[src/cla_regs.svh]
`ifndef CLA_REGS_SVH
`define CLA_REGS_SVH
// ---------------------------------------------------------------
// Register indices; the byte address is four times the index.
// ---------------------------------------------------------------
`define CLA_IDX_SETUP 4'h2
`define CLA_IDX_FLAGS 4'h3
`define CLA_IDX_LOW 4'h4
`define CLA_IDX_HIGH 4'h5
`define CLA_IDX_IRQST 4'h6
`define CLA_IDX_IRQMSK 4'h7
// ---------------------------------------------------------------
// Field positions and reset values.
// ---------------------------------------------------------------
`define CLA_BIT_A_UNDER 0
`define CLA_BIT_A_OVER 1
`define CLA_BIT_B_UNDER 4
`define CLA_BIT_B_OVER 5
`define CLA_BIT_SDO 8
`define CLA_LOW_RST 12'h000
`define CLA_HIGH_RST 12'hFFF
`define CLA_LOW_FILL 4'h0
`define CLA_HIGH_FILL 4'hF
`define CLA_SOFT_CODE 8'h3C
`define CLA_HARD_CODE 8'hFF
`define CLA_RESP_OKAY 2'h0
`define CLA_RESP_SLVERR 2'h2
`endif

[src/cla_pkg.sv]
package cla_pkg;
  typedef struct packed {
    logic valid;
    logic [15:0] chanA;
    logic [15:0] chanB;
  } cla_conv_s;
  typedef enum logic [1:0] {
    RD_IDLE = 2'b01,
    RD_DATA = 2'b10
  } cla_rd_e;
  typedef logic [5:0] cla_flags_t;
endpackage : cla_pkg

[src/cla_top.sv]
`timescale 1ns/100ps
`include "cla_regs.svh"
// What this block does
// - Channel A result above upper threshold sets status bit 1.
// - Channel A result below lower threshold sets status bit 0.
// - Limit flags are sticky and clear when the status register is read or on a soft or hard reset.
// - Lower compare value is the 12-bit field followed by four zero bits.
// - Upper compare value is the 12-bit field followed by four one bits.
// - Lower comparator alerts while result is below the lower compare value.
// - Upper comparator alerts while result is above the upper compare value.
// - Lower-limit register sits at index 4, read-write, resets to zero.
// - Upper-limit register sits at index 5, read-write, resets to 0x0FFF.
// - Bits 15 to 12 of every word carry the register select.
// - Channel B result above upper threshold sets sticky status bit 5.
// - Channel B result below lower threshold sets sticky status bit 4.
// - Soft-reset code 0x3C clears limit flags, thresholds unchanged.
// - Hard-reset code 0xFF returns every register to its default.
module cla_top (
  input wire logic core_clk,
  input wire logic rst_b,
  input wire cla_pkg::cla_conv_s conv,
  output logic [3:0] cmpAlert,
  output logic irq,
  input wire logic [7:0] awaddr,
  input wire logic awvalid,
  output logic awready,
  input wire logic [31:0] wdata,
  input wire logic [3:0] wstrb,
  input wire logic wvalid,
  output logic wready,
  output logic [1:0] bresp,
  output logic bvalid,
  input wire logic bready,
  input wire logic [7:0] araddr,
  input wire logic arvalid,
  output logic arready,
  output logic [31:0] rdata,
  output logic [1:0] rresp,
  output logic rvalid,
  input wire logic rready
);
  // ---------------------------------------------------------------
  // Helpers
  // ---------------------------------------------------------------
  function automatic logic cla_mapped(input logic [7:0] a);
    cla_mapped = (a[7:6] == 2'h0) && (a[5:2] >= `CLA_IDX_SETUP) && (a[5:2] <= `CLA_IDX_IRQMSK);
  endfunction : cla_mapped

  function automatic logic cla_over(input logic [15:0] v, input logic [11:0] thr);
    cla_over = v > {thr, `CLA_HIGH_FILL};
  endfunction : cla_over

  function automatic logic cla_under(input logic [15:0] v, input logic [11:0] thr);
    cla_under = v < {thr, `CLA_LOW_FILL};
  endfunction : cla_under

  logic [11:0] lowThr;
  logic [11:0] highThr;
  logic sdoMode;
  cla_pkg::cla_flags_t flags;
  cla_pkg::cla_flags_t irqStatus;
  cla_pkg::cla_flags_t irqMask;
  cla_pkg::cla_rd_e rdState;
  logic [7:0] awAddr;
  logic [31:0] wData;
  logic [3:0] wStrb;
  logic awHeld;
  logic wHeld;

  // ---------------------------------------------------------------
  // Comparators
  // ---------------------------------------------------------------
  wire overA = cla_over(conv.chanA, highThr);
  wire underA = cla_under(conv.chanA, lowThr);
  wire overB = cla_over(conv.chanB, highThr);
  wire underB = cla_under(conv.chanB, lowThr);
  wire [3:0] cmpNow = {overB, underB, overA, underA};
  wire cla_pkg::cla_flags_t evt =
    conv.valid ? {overB, underB, 2'h0, overA, underA} : 6'h00;

  // ---------------------------------------------------------------
  // Write decode
  // ---------------------------------------------------------------
  wire wrFire = awHeld && wHeld && !bvalid;
  wire [3:0] wrIdx = awAddr[5:2];
  wire wrOk = cla_mapped(awAddr);
  wire wrSel = (wData[15:12] == wrIdx) && (wStrb[1:0] == 2'h3);
  wire wrEn = wrFire && wrOk && wrSel;
  wire wrSetup = wrEn && (wrIdx == `CLA_IDX_SETUP);
  wire hardRst = wrSetup && (wData[7:0] == `CLA_HARD_CODE);
  wire softRst = wrSetup && (wData[7:0] == `CLA_SOFT_CODE);
  wire wrLow = wrEn && (wrIdx == `CLA_IDX_LOW) && !hardRst;
  wire wrHigh = wrEn && (wrIdx == `CLA_IDX_HIGH) && !hardRst;
  wire wrMask = wrEn && (wrIdx == `CLA_IDX_IRQMSK);
  wire cla_pkg::cla_flags_t w1c = (wrEn && (wrIdx == `CLA_IDX_IRQST)) ? wData[5:0] : 6'h00;

  // ---------------------------------------------------------------
  // Read decode
  // ---------------------------------------------------------------
  wire rdFire = arvalid && arready;
  wire [3:0] rdIdx = araddr[5:2];
  wire rdOk = cla_mapped(araddr);
  wire rdFlags = rdFire && rdOk && (rdIdx == `CLA_IDX_FLAGS);
  wire [11:0] rdPayload =
    (rdIdx == `CLA_IDX_SETUP) ? {3'h0, sdoMode, 8'h00} :
    (rdIdx == `CLA_IDX_FLAGS) ? {6'h00, flags} :
    (rdIdx == `CLA_IDX_LOW) ? lowThr :
    (rdIdx == `CLA_IDX_HIGH) ? highThr :
    (rdIdx == `CLA_IDX_IRQST) ? {6'h00, irqStatus} :
    {6'h00, irqMask};
  wire [31:0] rdWord = rdOk ? {16'h0000, rdIdx, rdPayload} : 32'h00000000;

  // ---------------------------------------------------------------
  // Flag and interrupt next state
  // ---------------------------------------------------------------
  // A conversion landing in the same cycle as any clear still leaves its mark.
  wire flagClr = rdFlags || softRst || hardRst;
  wire cla_pkg::cla_flags_t next_flags = (flagClr ? 6'h00 : flags) | evt;
  wire cla_pkg::cla_flags_t next_irqStatus = ((hardRst ? 6'h00 : irqStatus) & ~w1c) | evt;

  assign awready = !awHeld && !bvalid;
  assign wready = !wHeld && !bvalid;
  assign arready = (rdState == cla_pkg::RD_IDLE);
  assign rvalid = (rdState == cla_pkg::RD_DATA);
  assign irq = |(irqStatus & irqMask);

  // ---------------------------------------------------------------
  // Bus slave state
  // ---------------------------------------------------------------
  always_ff @(posedge core_clk or negedge rst_b) begin
    if (!rst_b) begin
      awHeld <= 1'b0;
      wHeld <= 1'b0;
      awAddr <= 8'h00;
      wData <= 32'h00000000;
      wStrb <= 4'h0;
    end else begin
      if (awvalid && awready) begin
        awHeld <= 1'b1;
        awAddr <= awaddr;
      end else if (wrFire) begin
        awHeld <= 1'b0;
      end
      if (wvalid && wready) begin
        wHeld <= 1'b1;
        wData <= wdata;
        wStrb <= wstrb;
      end else if (wrFire) begin
        wHeld <= 1'b0;
      end
    end
  end

  always_ff @(posedge core_clk or negedge rst_b) begin
    if (!rst_b) begin
      bvalid <= 1'b0;
      bresp <= `CLA_RESP_OKAY;
    end else if (wrFire) begin
      bvalid <= 1'b1;
      bresp <= wrOk ? `CLA_RESP_OKAY : `CLA_RESP_SLVERR;
    end else if (bready) begin
      bvalid <= 1'b0;
    end
  end

  always_ff @(posedge core_clk or negedge rst_b) begin
    if (!rst_b) begin
      rdState <= cla_pkg::RD_IDLE;
      rdata <= 32'h00000000;
      rresp <= `CLA_RESP_OKAY;
    end else begin
      case (rdState)
        cla_pkg::RD_IDLE: begin
          if (arvalid) begin
            rdState <= cla_pkg::RD_DATA;
            rdata <= rdWord;
            rresp <= rdOk ? `CLA_RESP_OKAY : `CLA_RESP_SLVERR;
          end
        end
        cla_pkg::RD_DATA: begin
          if (rready) begin
            rdState <= cla_pkg::RD_IDLE;
          end
        end
        default: begin
          rdState <= cla_pkg::RD_IDLE;
        end
      endcase
    end
  end

  // ---------------------------------------------------------------
  // Registers
  // ---------------------------------------------------------------
  always_ff @(posedge core_clk or negedge rst_b) begin
    if (!rst_b) begin
      lowThr <= `CLA_LOW_RST;
      highThr <= `CLA_HIGH_RST;
      sdoMode <= 1'b0;
      irqMask <= 6'h00;
    end else if (hardRst) begin
      lowThr <= `CLA_LOW_RST;
      highThr <= `CLA_HIGH_RST;
      sdoMode <= 1'b0;
      irqMask <= 6'h00;
    end else begin
      if (wrLow) begin
        lowThr <= wData[11:0];
      end
      if (wrHigh) begin
        highThr <= wData[11:0];
      end
      if (wrSetup) begin
        sdoMode <= wData[`CLA_BIT_SDO];
      end
      if (wrMask) begin
        irqMask <= wData[5:0];
      end
    end
  end

  // The comparator outputs follow the latest conversion; the flags keep history.
  always_ff @(posedge core_clk or negedge rst_b) begin
    if (!rst_b) begin
      flags <= 6'h00;
      irqStatus <= 6'h00;
      cmpAlert <= 4'h0;
    end else begin
      flags <= next_flags;
      irqStatus <= next_irqStatus;
      if (conv.valid) begin
        cmpAlert <= cmpNow;
      end
    end
  end
endmodule : cla_top

[config.mk]
export PLATFORM = sky130hd
export DESIGN_NAME = cla_top
export DESIGN_NICKNAME = d
export VERILOG_FILES = /design/src/cla_pkg.sv /design/src/cla_top.sv
export VERILOG_INCLUDE_DIRS = /design/src /design/src/src
export SDC_FILE = /design/constraint.sdc
export NUM_CORES = 1
export LEC_CHECK = 0
export ABC_AREA = 1
export CAP_MARGIN = 20
export CORE_MARGIN = 8
export CORE_UTILIZATION = 64
export CTS_CLUSTER_DIAMETER = 120
export DETAILED_ROUTE_END_ITERATION = 7
export DONT_BUFFER_PORTS = 1
export PLACE_DENSITY = 0.87
export RECOVER_POWER = 50
export SLEW_MARGIN = 20
export SYNTH_ARGS = -nofsm -noshare
export SYNTH_HDL_FRONTEND = slang
export SYNTH_SLANG_ARGS = --single-unit
[constraint.sdc]
create_clock -name core_clk -period 2.1 [get_ports core_clk]
set_input_delay 0.105 -clock core_clk [delete_from_list [all_inputs] [get_ports core_clk]]
set_output_delay 0.105 -clock core_clk [all_outputs]
set_load 0.005 [all_outputs]
==> metrics.cfg <==
[placement]
io_buffers=0
gp_congestion=0.911
dp_hpwl_mm=10.5

[sta]
grt_setup_unrepaired=false
setup_viol=0
tns_ps=0
slew_violations=0
tightestPinTransition_ps=727
slew_headroom_pct=51.0
skew_ps=15.7
max_freq_mhz=517
hold_slack_ps=-576
finalHoldViolCount=92
final.period_utilization_pct=92.1
layout_min_cycle_time_ps=1930

[die]
fp.dieH_um=108
die_x_um=108
die_area_um2=11700
rows=33
io_pins=138
coreArea_um2=8220
initial_core_util_pct=66.3

[flow_run]
drv_cap=0

[grt]
gr-total-overflow=0
grt_usage_pct=23.6
antenna_found_initial=0
grt_max_degree=93
grt_pass1_vias=4715
grt_pass1_wl_mm=22.1

[cts]
clock_latency_ps=360
root_buffer=clkbuf_8
cts.path.max_buffers=2
cts_hold_buf=30
cts_sinks=92
clkTransAtPathRegs_ps=90
cts_htree_levels=3
cts_buffers=9
cts_tree=yes

[synthesis]
synth_warnings=0
syn_area_um2=5440
synth-seq-cells=92
syn_inst=684
synth.distinct_cells=32
syn_avg_cell_area_um2=7.96
yosysSeqAreaShare_pct=42.6

[setup_path]
ff2ff_path_depth=9
reg2reg_to=lowThr[5]
regToRegSetupSlack_ps=170
critPathCaptureType=register
cp.arrival_ps=2190
worstSetupPathType=reg -> reg
crit_path_max_fanout=40
critPathRequiredTime_ps=2350
rr_startpoint=bvalid
setup.worst_path.start_class=register

[outcome]
outcome=finished, violations left
violations=hold timing

[power_and_ir_drop]
totalPowerFinal_mw=4.70
leakage_nw=2.98
ir_drop_v=0.000627
power_density_nw_per_um2=787

[detailed_routing]
final_antenna_net_count=0
wire_per_inst_um=16.8
dr.pass1.iters=5
drc=0
num_vias=4777
wl_mm=13.8
viasPerCell=5.80
drtIter0Drc=295

[min_path]
min_path_type=in -> async

[layout]
drive_above_1_share_pct=8.22
diodes=0
final_nets=851
nFillCells=620
syn_to_final_growth_pct=9.72

worst max-delay path by stage:
stage / from / end / slack, ps / depth (start not counted)
after global routing: bvalid / lowThr[2] / 10 / 9
after CTS: bvalid / highThr[0] / 170 / 9
after detailed placement: bvalid / lowThr[5] / 250 / 9
after global placement: highThr[5] / cmpAlert[1] / 320 / 10
after floorplan: rdState[0] / rdata[0] / 450 / 9
final: bvalid / lowThr[5] / 170 / 9
report_power, final:
group	switching, mW	internal, mW	leakage [nW]
Combinational	0.647	0.421	1.77
Clock	0.648	0.593	0.101
Sequential	0.323	2.07	1.11
Total	1.62	3.08	2.98
metal layers:
layer	global-route usage, %	routed length (um)	part of all wire, %	up-vias
met2	38.5	6480	47	241
met1	28.2	5500	40	2205
li1	-	-	-	2286
met3	6.37	1380	10	45
met4	11.7	465	3.4	0
met5	0	0	0	-
state kept, by name, summed over array words and instances, names as in the netlist, 2 cells and up:
name / cells
rdata: 16
wData: 16
cmpAlert: 4
flags: 4
rdState: 2
awAddr: 6
wStrb: 2
irqStatus: 6
irqMask: 6
highThr: 12
lowThr: 12
synth_stat cells, drive strengths merged:
cell type	instances	area (um^2)
dfstp	13	342
mux2	10	113
a22o	1	8.76
o21a	1	7.51
o21ai	35	175
o2111ai	1	8.76
buf	25	191
dfrtp	79	1980
a221oi	1	8.76
nor4b	1	8.76
o22ai	6	37.5
inv	78	293
ha	46	576
conb	1	3.75
clkbuf	12	45.0
nor4	1	6.26
nand2	172	646
nor2	44	175
o211ai	1	7.51
nand3	93	475
a21oi	48	240
nand4	5	31.3
a21o	1	7.51
nor3	9	60.1
cell families (layout without fill, tap and decap cells):
group           count (synthesis)  count (layout)  share of synthesized area [%]
simple gates                  325             325                           25.8
mux                            10              10                           2.07
flops                          92              92                           42.6
buf+inv                       115             132                           9.72
fa+ha+maj                      46              46                           10.6
other cells                     1              18                         0.0689
compound gates                 95              95                           9.22
cell type report:
class	instances	area, um^2	area share [%]
clock buffer	10	138	2.30
clock inverter	6	70.1	1.17
inverter	78	293	4.90
multi-input combinational	494	2660	44.6
sequential	92	2320	38.8
tap	105	131	2.20
timing repair buffer	38	360	6.03
through the flow:
step,setup slack [ps],hold slack [ps],util [%],instance area (um^2),instances
2_1_floorplan,449,-191,-,5510,701
4_1_cts,167,-593,72.7,5970,823
3_3_place_gp,324,-188,66.5,5460,777
6_report,165,-576,72.7,5970,823
5_1_grt,14.5,-599,72.7,5970,823
3_5_place_dp,249,-188,66.5,5460,777
critical path, stage by stage, from the launching register on:
cell and delay (ps):
dfrtp_1 450, inv_1 100, nand3_1 130, nor2_2 230, inv_2 100, nor2_4 190
nand3_2 130, buf_4 280, nand3_1 140, nand2_1 70
timing repair:
| action | 4_1_cts | 5_1_grt |
|---|---|---|
| setup endpoints to repair | 0 | 1 |
| resized for setup | 0 | 1 |
| hold endpoints to repair | 132 | 92 |
| setup buffers | 0 | 0 |
placed cells by master (no fill, tap or decap):
cell type	netlist	final
nand2_1	172	171
nand3_1	91	91
dfrtp_1	79	79
inv_1	74	74
a21oi_1	48	48
ha_1	46	46
nor2_1	42	42
o21ai_0	34	34
dlygate4sd3_1	0	30
conb_1	1	18
dfstp_2	13	13
mux2_2	10	10
clkbuf_8	0	10
buf_4	19	8
nor3_1	6	6
o22ai_1	6	6
nand4_1	5	5
inv_2	4	4
nor3_2	3	3
nand3_2	2	2
clkinvlp_4	0	2
nor2_2	1	1
nor2_4	1	1
nor4_1	1	1
o211ai_1	1	1
a21o_1	1	1
nor4b_1	1	1
o2111ai_1	1	1
a22o_1	1	1
a221oi_1	1	1
o21ai_1	1	1
nand2_2	0	1
o21a_1	1	1
clkinv_2	0	1
inv_6	0	1
inv_8	0	1
bufinv_16	0	1
(Power assumes the default switching activity.)
